### config.mk
export PLATFORM = sky130hd
export DESIGN_NAME = tmr2_ctrl
export DESIGN_NICKNAME = d
export VERILOG_FILES = /design/src/rtl/tmr2_pkg.sv /design/src/rtl/tmr2_fall_sync.sv /design/src/rtl/tmr2_ctrl.sv
export VERILOG_INCLUDE_DIRS = /design/src /design/src/rtl
export SDC_FILE = /design/constraint.sdc
export NUM_CORES = 1
export LEC_CHECK = 0
export BUFFER_PORTS_ARGS = -buffer_cell sky130_fd_sc_hd__buf_2
export CAP_MARGIN = 20
export CORE_MARGIN = 1
export CORE_UTILIZATION = 59
export DETAILED_ROUTE_END_ITERATION = 10
export GPL_TIMING_DRIVEN = 0
export PLACE_DENSITY_LB_ADDON = 0.1
export REMOVE_ABC_BUFFERS = 1
export SLEW_MARGIN = 20
export SYNTH_ARGS = -nofsm -noshare
export SYNTH_HDL_FRONTEND = slang
export SYNTH_SLANG_ARGS = --single-unit
### constraint.sdc
create_clock -name ref_clk -period 2.8 [get_ports ref_clk]
set_clock_uncertainty 0.1 [all_clocks]
set_input_delay 0.56 -clock ref_clk [delete_from_list [all_inputs] [get_ports ref_clk]]
set_output_delay 0.56 -clock ref_clk [all_outputs]
set_load 0.1 [all_outputs]
### src/rtl/tmr2_defs.svh
// Bit positions, reset values and register offsets for the second timer control block.
// Assumes inclusion by bare name from the rtl folder.
`ifndef TMR2_DEFS_SVH
`define TMR2_DEFS_SVH
`define TMR2_BIT_OVF      3'd7
`define TMR2_BIT_EXT      3'd6
`define TMR2_BIT_RXCLK    3'd5
`define TMR2_BIT_TXCLK    3'd4
`define TMR2_BIT_EXTEN    3'd3
`define TMR2_BIT_RUN      3'd2
`define TMR2_BIT_CNTSEL   3'd1
`define TMR2_BIT_CAPSEL   3'd0
`define TMR2_CTRL_RST     8'h00
`define TMR2_ADDR_CTRL    3'h0
`define TMR2_ADDR_CNT_LO  3'h1
`define TMR2_ADDR_CNT_HI  3'h2
`define TMR2_ADDR_RLD_LO  3'h3
`define TMR2_ADDR_RLD_HI  3'h4
`define TMR2_ADDR_BITSET  3'h5
`define TMR2_ADDR_BITCLR  3'h6
`define TMR2_ADDR_AUX     3'h7
`define TMR2_CNT_MAX      16'hffff
`define TMR2_ZERO16       16'h0000
`endif

### src/rtl/tmr2_pkg.sv
// Types shared by the second timer control block.
// Assumes no other package.
package tmr2_pkg;
  typedef enum logic [1:0] {
    TMR2_EV_NONE    = 2'b00,
    TMR2_EV_RELOAD  = 2'b01,
    TMR2_EV_CAPTURE = 2'b10
  } tmr2_event_t;
endpackage : tmr2_pkg

### src/rtl/tmr2_fall_sync.sv
// Two-stage synchroniser with falling-edge detector for one pin.
// Assumes the pin is asynchronous to ref_clk.
`timescale 1ns/1ps
module tmr2_fall_sync (
  input  wire logic ref_clk,
  input  wire logic reset,
  input  wire logic pin_in,
  output logic      level,
  output logic      fall
);
  logic meta_r;
  logic sync_r;
  logic prev_r;
  // Pins idle high, so reset to one avoids a false fall after reset
  always_ff @(posedge ref_clk) begin
    if (reset) begin
      meta_r <= 1'b1;
      sync_r <= 1'b1;
      prev_r <= 1'b1;
    end else begin
      meta_r <= pin_in;
      sync_r <= meta_r;
      prev_r <= sync_r;
    end
  end
  assign level = sync_r;
  assign fall  = prev_r & ~sync_r;
endmodule : tmr2_fall_sync

### src/rtl/tmr2_ctrl.sv
// Second timer: control register, 16-bit counter, reload/capture and serial clock select.
// Assumes the peripheral clock enable and serial overflow users are on ref_clk.
// Functional notes
// - Overflow flag set on overflow only when both serial clock selects are zero.
// - External flag set on trigger-pin capture or reload while trigger enabled.
// - External flag with timer interrupt enabled requests the interrupt until cleared.
// - Up/down count enable blocks the interrupt from the external flag.
// - Receive select picks this overflow, else first timer overflow, for serial rx.
// - Transmit select picks this overflow, else first timer overflow, for serial tx.
// - Trigger pin ignored when disabled or when timer clocks the serial port.
// - Run control zero stops counting, one lets it count.
// - Counter select zero counts peripheral clock, one counts count-pin falling edges.
// - Either serial clock select forces auto-reload, ignoring capture select.
// - Capture select zero reloads on overflow and on enabled trigger falls.
// - Capture select one with trigger enabled captures count on trigger falls.
// - Control register resets to zero and each bit is separately writable.
//
// The placing of the registers and strobed register access are this design's own decisions.
`timescale 1ns/1ps
`include "tmr2_defs.svh"
module tmr2_ctrl #(
  parameter int CNT_W = 16
) (
  input  wire logic              ref_clk,
  input  wire logic              reset,
  input  wire logic [2:0]        reg_addr,
  input  wire logic [7:0]        reg_wdata,
  input  wire logic              reg_wr,
  input  wire logic              reg_rd,
  output logic      [7:0]        reg_rdata,
  input  wire logic              periph_clk_en,
  input  wire logic              count_input_pin,
  input  wire logic              ext_trigger_pin,
  input  wire logic              timer1_overflow,
  input  wire logic              timer_irq_enable,
  input  wire logic              updown_count_enable,
  output logic                   timer_irq,
  output logic                   serial_rx_clk,
  output logic                   serial_tx_clk,
  output logic                   overflow_pulse
);
  logic [7:0]       timer_control_reg_r;
  logic [7:0]       ctrl_nxt;
  logic [CNT_W-1:0] count_r;
  logic [CNT_W-1:0] reload_r;
  logic             cnt_level;
  logic             cnt_fall;
  logic             ex_level;
  logic             ex_fall;
  logic             overflow_flag;
  logic             ext_event_flag;
  logic             rx_clock_select;
  logic             tx_clock_select;
  logic             ext_trigger_enable;
  logic             run_control;
  logic             counter_select;
  logic             capture_reload_select;
  logic             serial_mode;
  logic             tick;
  logic             ovf;
  logic             trig;
  logic             cnt_wr_lo;
  logic             cnt_wr_hi;
  tmr2_pkg::tmr2_event_t ev;

  tmr2_fall_sync u_cnt_sync (
    .ref_clk (ref_clk),
    .reset   (reset),
    .pin_in  (count_input_pin),
    .level   (cnt_level),
    .fall    (cnt_fall)
  );

  tmr2_fall_sync u_ex_sync (
    .ref_clk (ref_clk),
    .reset   (reset),
    .pin_in  (ext_trigger_pin),
    .level   (ex_level),
    .fall    (ex_fall)
  );

  assign overflow_flag         = timer_control_reg_r[`TMR2_BIT_OVF];
  assign ext_event_flag        = timer_control_reg_r[`TMR2_BIT_EXT];
  assign rx_clock_select       = timer_control_reg_r[`TMR2_BIT_RXCLK];
  assign tx_clock_select       = timer_control_reg_r[`TMR2_BIT_TXCLK];
  assign ext_trigger_enable    = timer_control_reg_r[`TMR2_BIT_EXTEN];
  assign run_control           = timer_control_reg_r[`TMR2_BIT_RUN];
  assign counter_select        = timer_control_reg_r[`TMR2_BIT_CNTSEL];
  assign capture_reload_select = timer_control_reg_r[`TMR2_BIT_CAPSEL];

  assign serial_mode = rx_clock_select | tx_clock_select;

  // Counter select must stay zero in clock-out mode; the block does not police it
  assign tick = run_control & (counter_select ? cnt_fall : periph_clk_en);
  assign ovf  = tick & (count_r == CNT_W'(`TMR2_CNT_MAX));

  // Trigger is dead while the timer drives the serial port
  assign trig = ex_fall & ext_trigger_enable & ~serial_mode;

  always_comb begin
    ev = tmr2_pkg::TMR2_EV_NONE;
    if (trig && capture_reload_select) begin
      ev = tmr2_pkg::TMR2_EV_CAPTURE;
    end else if (trig) begin
      ev = tmr2_pkg::TMR2_EV_RELOAD;
    end
  end

  assign cnt_wr_lo = reg_wr & (reg_addr == `TMR2_ADDR_CNT_LO);
  assign cnt_wr_hi = reg_wr & (reg_addr == `TMR2_ADDR_CNT_HI);

  // Control register: software writes whole byte or single bits, hardware set wins
  always_comb begin
    ctrl_nxt = timer_control_reg_r;
    if (reg_wr && reg_addr == `TMR2_ADDR_CTRL) begin
      ctrl_nxt = reg_wdata;
    end else if (reg_wr && reg_addr == `TMR2_ADDR_BITSET) begin
      ctrl_nxt[reg_wdata[2:0]] = 1'b1;
    end else if (reg_wr && reg_addr == `TMR2_ADDR_BITCLR) begin
      ctrl_nxt[reg_wdata[2:0]] = 1'b0;
    end
    if (ovf && !serial_mode) begin
      ctrl_nxt[`TMR2_BIT_OVF] = 1'b1;
    end
    if (ev != tmr2_pkg::TMR2_EV_NONE) begin
      ctrl_nxt[`TMR2_BIT_EXT] = 1'b1;
    end
  end

  always_ff @(posedge ref_clk) begin
    if (reset) begin
      timer_control_reg_r <= `TMR2_CTRL_RST;
    end else begin
      timer_control_reg_r <= ctrl_nxt;
    end
  end

  // Counter: reload on overflow (forced in serial mode) or on a reload trigger
  always_ff @(posedge ref_clk) begin
    if (reset) begin
      count_r <= CNT_W'(`TMR2_ZERO16);
    end else if (cnt_wr_lo) begin
      count_r[7:0] <= reg_wdata;
    end else if (cnt_wr_hi) begin
      count_r[CNT_W-1:8] <= reg_wdata[CNT_W-9:0];
    end else if (ev == tmr2_pkg::TMR2_EV_RELOAD) begin
      count_r <= reload_r;
    end else if (ovf && (serial_mode || !capture_reload_select)) begin
      count_r <= reload_r;
    end else if (tick) begin
      count_r <= count_r + CNT_W'(1);
    end
  end

  always_ff @(posedge ref_clk) begin
    if (reset) begin
      reload_r <= CNT_W'(`TMR2_ZERO16);
    end else if (ev == tmr2_pkg::TMR2_EV_CAPTURE) begin
      reload_r <= count_r;
    end else if (reg_wr && reg_addr == `TMR2_ADDR_RLD_LO) begin
      reload_r[7:0] <= reg_wdata;
    end else if (reg_wr && reg_addr == `TMR2_ADDR_RLD_HI) begin
      reload_r[CNT_W-1:8] <= reg_wdata[CNT_W-9:0];
    end
  end

  always_ff @(posedge ref_clk) begin
    if (reset) begin
      reg_rdata <= 8'h00;
    end else if (reg_rd) begin
      unique case (reg_addr)
        `TMR2_ADDR_CTRL:   reg_rdata <= timer_control_reg_r;
        `TMR2_ADDR_CNT_LO: reg_rdata <= count_r[7:0];
        `TMR2_ADDR_CNT_HI: reg_rdata <= count_r[CNT_W-1:8];
        `TMR2_ADDR_RLD_LO: reg_rdata <= reload_r[7:0];
        `TMR2_ADDR_RLD_HI: reg_rdata <= reload_r[CNT_W-1:8];
        `TMR2_ADDR_AUX:    reg_rdata <= {6'h00, ex_level, cnt_level};
        default:           reg_rdata <= 8'h00;
      endcase
    end else begin
      reg_rdata <= 8'h00;
    end
  end

  // Serial clocks and interrupt are registered to keep them glitch free
  always_ff @(posedge ref_clk) begin
    if (reset) begin
      serial_rx_clk  <= 1'b0;
      serial_tx_clk  <= 1'b0;
      overflow_pulse <= 1'b0;
      timer_irq      <= 1'b0;
    end else begin
      serial_rx_clk  <= rx_clock_select ? ovf : timer1_overflow;
      serial_tx_clk  <= tx_clock_select ? ovf : timer1_overflow;
      overflow_pulse <= ovf;
      timer_irq      <= timer_irq_enable &
                        (ctrl_nxt[`TMR2_BIT_OVF] |
                         (ctrl_nxt[`TMR2_BIT_EXT] & ~updown_count_enable));
    end
  end
endmodule : tmr2_ctrl

======== Word level (Yosys, flattened, before mapping) ========
Index checks and enable logic that the tools add are counted.
storage, ports and cells
  ROM bits ................................ 0
  output and inout bits ................... 12
  logic and storage cells ................. 99
  latch bits .............................. 0
  register bits ........................... 58
  memories ................................ 0
  RAM bits ................................ 0
  bits of input ports ..................... 21
cells by class
  $mul .................................... 0
  equal/unequal tests ..................... 12
  shift-type cells ........................ 0
  $add $sub $neg .......................... 1
  mux-type cells .......................... 23
  reductions and logical operators ........ 23
  div/mod/pow operators ................... 0
  bitwise logic cells ..................... 21
  $lt $le $gt $ge ......................... 2
operators by type and width
  cell                     count
  $mux W8                  9
  $mux W16                 4
  $pmux W8 S6              1
  $add A16 B1 Y16 const B  1
  $eq A16 B16 Y1 const B   1
  $eq A3 B3 Y1 const B     4
  $and A1 B1 Y1            10
  $logic_and A1 B1 Y1      9
  $and A8 B8 Y8            1
  $not A8 Y8               1
  $or A8 B8 Y8             1
  $reduce_bool A4 Y1       2
  $mux W1                  7
  $eq A3 B2 Y1 const B     2
  $not A1 Y1               6
  $reduce_and A2 Y1        3
  $reduce_bool A2 Y1       3
  $lt A3 B4 Y1 const B     1
  $ne A2 B2 Y1 const B     2
  $demux W1 S3             1
  $eq A3 B1 Y1 const B     1
  $ge A3 B1 Y1 const B     1
  $logic_not A3 Y1         1
  $reduce_bool A3 Y1       1
  7 further kinds          9

======== Logic depth before layout (Yosys ltp) ========
  depth after elaboration ................. 13
  gate-level depth with buffers ........... 8
  mapped depth without buffers ............ 7

======== By module ========
A second synthesis with hierarchy kept.
unflattened totals
  cells, all modules ...................... 406
  area, all modules ....................... 3390.8 µm²
by module, submodules not included
  module          area an instance (µm²)  cells an instance  times used  sequential area each (µm²)
  tmr2_ctrl       3220.6                  392                1           1041.0
  tmr2_fall_sync  85.1                    7                  2           60.1

======== Worst setup path before layout ========
Ideal clock, no wire load.
  path type ............................... input to register
  start point ............................. input port reg_addr[0]
  end point ............................... register count_r[9]
  library setup time ...................... 0.122 ns
  arrival time ............................ 1.820 ns
  stages on the path ...................... 7
  setup slack ............................. 0.758 ns
  data required time ...................... 2.578 ns
  path buffers ............................ 2
  path through ............................ buf_2 > nor2b_1 > and2_1 > nor3_1 > and2b_2 > buf_2 > a221o_1
on the way
  word-level cells in the longest chain between the ends .. 4
  elaborated cells on any way between the ends .. 8
  classes of those cells .................. 2 x eq/ne; 1 x mux; 3 x bitwise; 2 x reduce/logical
ends and longest elaborated chain
  element                                                            line                                source
  start, declared                                                    tmr2_ctrl.sv:26                     input wire logic [2:0] reg_addr,
  $eq A3 B2 Y1 or $eq A3 B1 Y1 (tied branches)                       -
  $and A1 B1 Y1, on equally long branches                            tmr2_ctrl.sv:110, tmr2_ctrl.sv:109
  $reduce_bool A4 Y1 (no source line) or $not A1 Y1 (tied branches)  -
  $reduce_and A2 Y1 (no source line)                                 -
  end signal, assigned                                               tmr2_ctrl.sv:141                    count_r <= CNT_W'(`TMR2_ZERO16);
  end signal, assigned by index                                      tmr2_ctrl.sv:145                    count_r[CNT_W-1:8] <= reg_wdata[CNT_W-9:0];
  end signal, assigned                                               tmr2_ctrl.sv:147                    count_r <= reload_r;
  end, declared                                                      tmr2_ctrl.sv:44                     logic [CNT_W-1:0] count_r;
Several ways; a longest one is shown, not always the timed one.
A chain may end at the register's enable or synchronous reset.

======== Worst setup path after layout ========
  start point ............................. input port reg_addr[1]
  end point ............................... register count_r[2]
on the way
  word-level cells in the longest chain between the ends .. 4
  elaborated cells on any way between the ends .. 8
  classes of those cells .................. 3 x eq/ne; 1 x mux; 2 x bitwise; 2 x reduce/logical
ends and longest elaborated chain
  element                                                              line                                source
  $eq A3 B1 Y1 or $eq A3 B2 Y1 (tied branches)                         -
  $and A1 B1 Y1, on equally long branches                              tmr2_ctrl.sv:109, tmr2_ctrl.sv:110
  $ne A2 B2 Y1 (no source line) or $reduce_bool A4 Y1 (tied branches)  -
  $reduce_and A2 Y1 (no source line)                                   -
  end signal, assigned                                                 tmr2_ctrl.sv:141
  end signal, assigned                                                 tmr2_ctrl.sv:143                    count_r[7:0] <= reg_wdata;
  end signal, assigned by index                                        tmr2_ctrl.sv:145
Several ways; a longest one is shown, not always the timed one.

==> metrics.txt <==
Post-CTS Hold Buffers=0; Post-CTS Setup Bufs=0; worst hold slack=about 0.30 ns; initial antenna violation count=0; Worst EP arrival=between 2 and 3 ns; gr ovfl total=0; RR Startpoint=count_r[0]; via count=3168; Worst Hold Class=input pin to flop; Worst-Skew Late Latency=0.35 ns; Clk pwr share=between 40% and 50%; combinational power share=approximately an eighth; synth unique cells=64; synthesis-stage register bit count=58; async set-reset flop share out of synthesis=0%; syn_area_per_cell=roughly 8.4 um2; cells after synthesis=404; CP Launch Point=reg_addr[1]; clk sink count=between 50 and 60; 1st-pass router iterations=5; PwrDens=approximately 540 mW/mm2; post-synth top area cell=dfxtp_1; max_cap viols=0; measured slew at the worst slew-check pin=slightly above 1 ns; Tmin final=roughly 2.6 ns; Most used DFF post-synth=dfxtp_1; sequential element share of the synthesized area=between 30% and 40%; Placeable Area=about 0.0055 mm2; R2R Setup Slk=around 0.33 ns; TritonCTS clock tree=built; WP data required=~2.9 ns; CP peak stage delay=0.55 ns; fin. max-slew vios=0; DRC=0; clk slew on worst S/H paths=around 0.060 ns; Final ANT Viol Nets=0; Hold Path Stages=2; Cell Chain, Critical Path=buf_2, nor2b_1, and2_1, nor3_1, and2b_2, a22oi_1, o21ai_0; Reg power frac=approximately 45%; final worst slack=approximately 0.24 ns; Worst Setup Start Kind=input pin; Max Buffers Root-to-Sink=2; Finished Cell Area=~0.0037 mm2; total track usage=between 30% and 40%; Yosys top cell area share=approximately 34%; ratio of cells with drive above 1 in the final layout=between 10% and 20%; Rel. slew slack=32.92%; top cell types by occurrence after synthesis=nor2_1 (63), dfxtp_1 (58), mux2i_1 (29); fin crit share=approximately nine tenths; maximum clock rate=between 300 and 400 MHz; NumNets Final=between 400 and 500; FF-to-FF End=count_r[2]; post-CTS sizing=0; CP Capture Point=count_r[2]; Slowest cell on crit path=and2_1; CTS Buf Count=9; final hold vios=0; die area=between 0.006 and 0.007 mm2; Top-Level Pins=33; mean number of vias per cell=about 6.4; number of synthesized flops with an enable pin=0; status=complete, no violations; CTS root buf=clkbuf_8; pin count of the biggest net entering global routing=55; diodes inserted=0; Die W=slightly below 80 um; DP Wirelength=6464 um; first-pass GRT wire length=14950 um; die height=a little under 80 um; CP Class=input pin to flop; WL final=just over 9000 um; synthesized cell area=0.003406 mm2; Crit. End Element=flop; GP Congestion=~1.0; YS warnings=0; NetSw=approximately 0.53 mW; Final setup viols=0; drt wl/cell=between 15 and 20 um; Leak Pwr=1.451 nW; setup_tns=0 ns; Final Non-Filler Cells=between 400 and 500; Initial DRC Count=between 300 and 400; internal power=approximately 1.5 mW; RSZ-0062 raised after global routing=false; synth top area cells=dfxtp_1 (34%), mux2i_1 (8.5%), nor2_1 (6.9%); H-tree levels=3; Initial Util=a little over 60%; reg2reg path depth=7; vias in the first global route=slightly below 3000; row count=27; port buffer count=32; fin util=roughly 67%; Final Power=about 2 mW; dpl cell area=about 0.0035 mm2; Inst Count DP=approximately 480; Syn-to-layout area delta=8.927%; Peak VDD IR=0.0003099 V; Sw Share=between 20% and 30%; CP Max Fanout=22; worst slack, placed=-0.03857 ns; count leader, synth=nor2_1
-- metal layers --
| metal | GRT usage [%] | share of wire, % |
|---|---|---|
| met4 | 19.44 | 3.3 |
| met5 | 0 | 0 |
| met1 | 43.29 | 44 |
| met3 | 5.176 | 7.5 |
| met2 | 49.47 | 45 |
-- power by group through the flow --
stage	Clock, mW	Combinational [mW]	Sequential [mW]
5_1_grt	0.904	0.259	0.890
2_1_floorplan	0	0.123	0.921
3_5_place_dp	0	0.236	0.904
6_report	0.860	0.241	0.887
3_3_place_gp	0	0.232	0.904
4_1_cts	0.869	0.238	0.885
-- worst min-delay path by stage --
| stage | from | end | slack, ns |
|---|---|---|---|
| finish | count_input_pin | u_cnt_sync.meta_r | 0.30 |
| global route | ext_trigger_pin | u_ex_sync.meta_r | 0.29 |
| CTS | count_input_pin | u_cnt_sync.meta_r | 0.29 |
| detailed placement | u_cnt_sync.meta_r | u_cnt_sync.level | 0.30 |
| global placement | u_cnt_sync.meta_r | u_cnt_sync.level | 0.29 |
| floorplan | u_cnt_sync.meta_r | u_cnt_sync.level | 0.29 |
-- cells in the final DEF (no fill, tap or decap), types with 3 or more instances in the layout --
master	Yosys	final
xnor2_1	5	5
xor2_1	6	6
o211ai_1	3	3
o21ai_2	3	3
dfxtp_1	58	58
nand4_1	4	4
a31oi_1	5	4
clkbuf_8	1	10
a211oi_1	18	18
o22ai_1	9	9
nand3b_1	5	5
o21ai_0	9	9
a21oi_1	16	16
buf_2	8	32
nor2b_1	8	8
clkinv_2	0	4
nand3_1	16	16
and3_1	3	3
o221ai_1	5	5
a221oi_1	3	3
or2_2	6	6
inv_1	4	4
a22oi_1	15	15
nand2b_1	3	3
o22a_1	6	6
nand2_1	25	25
nor2_1	63	63
nor3_1	8	8
mux2i_1	29	29
-- layout make-up --
class,instances,area (um2)
Inverter,4,15.01
Fill cell,500,1831
Tap cell,72,90.09
Clock inverter,6,80.08
Timing Repair Buffer,33,175.2
Clock buffer,10,137.6
Multi-Input combinational cell,311,2051
Sequential cell,58,1161
-- worst max-delay path, delay by kind of cell --
family	cells	cell delay, ns
and+or+nand+nor	4	1.38
buffers and inverters	1	0.38
AOI/OAI and AO/OA	2	0.31
-- kinds of logic (layout without fill, tap and decap cells) --
logic type	after synthesis	after routing	share of synthesized area, %
mux	32	32	9.846
xor+xnor	11	11	2.829
simple gates	161	161	24.17
fa+ha+maj	1	1	0.3673
compound gates	106	106	22.81
buf+inv	35	53	5.878
flops	58	58	34.09
-- registers in the layout (all words and copies together) (netlist names), 8 cells and up --
signal               cells
reg_rdata                8
count_r                 16
timer_control_reg_r      8
reload_r                16
No activity file was read; power rests on OpenSTA's default activity.
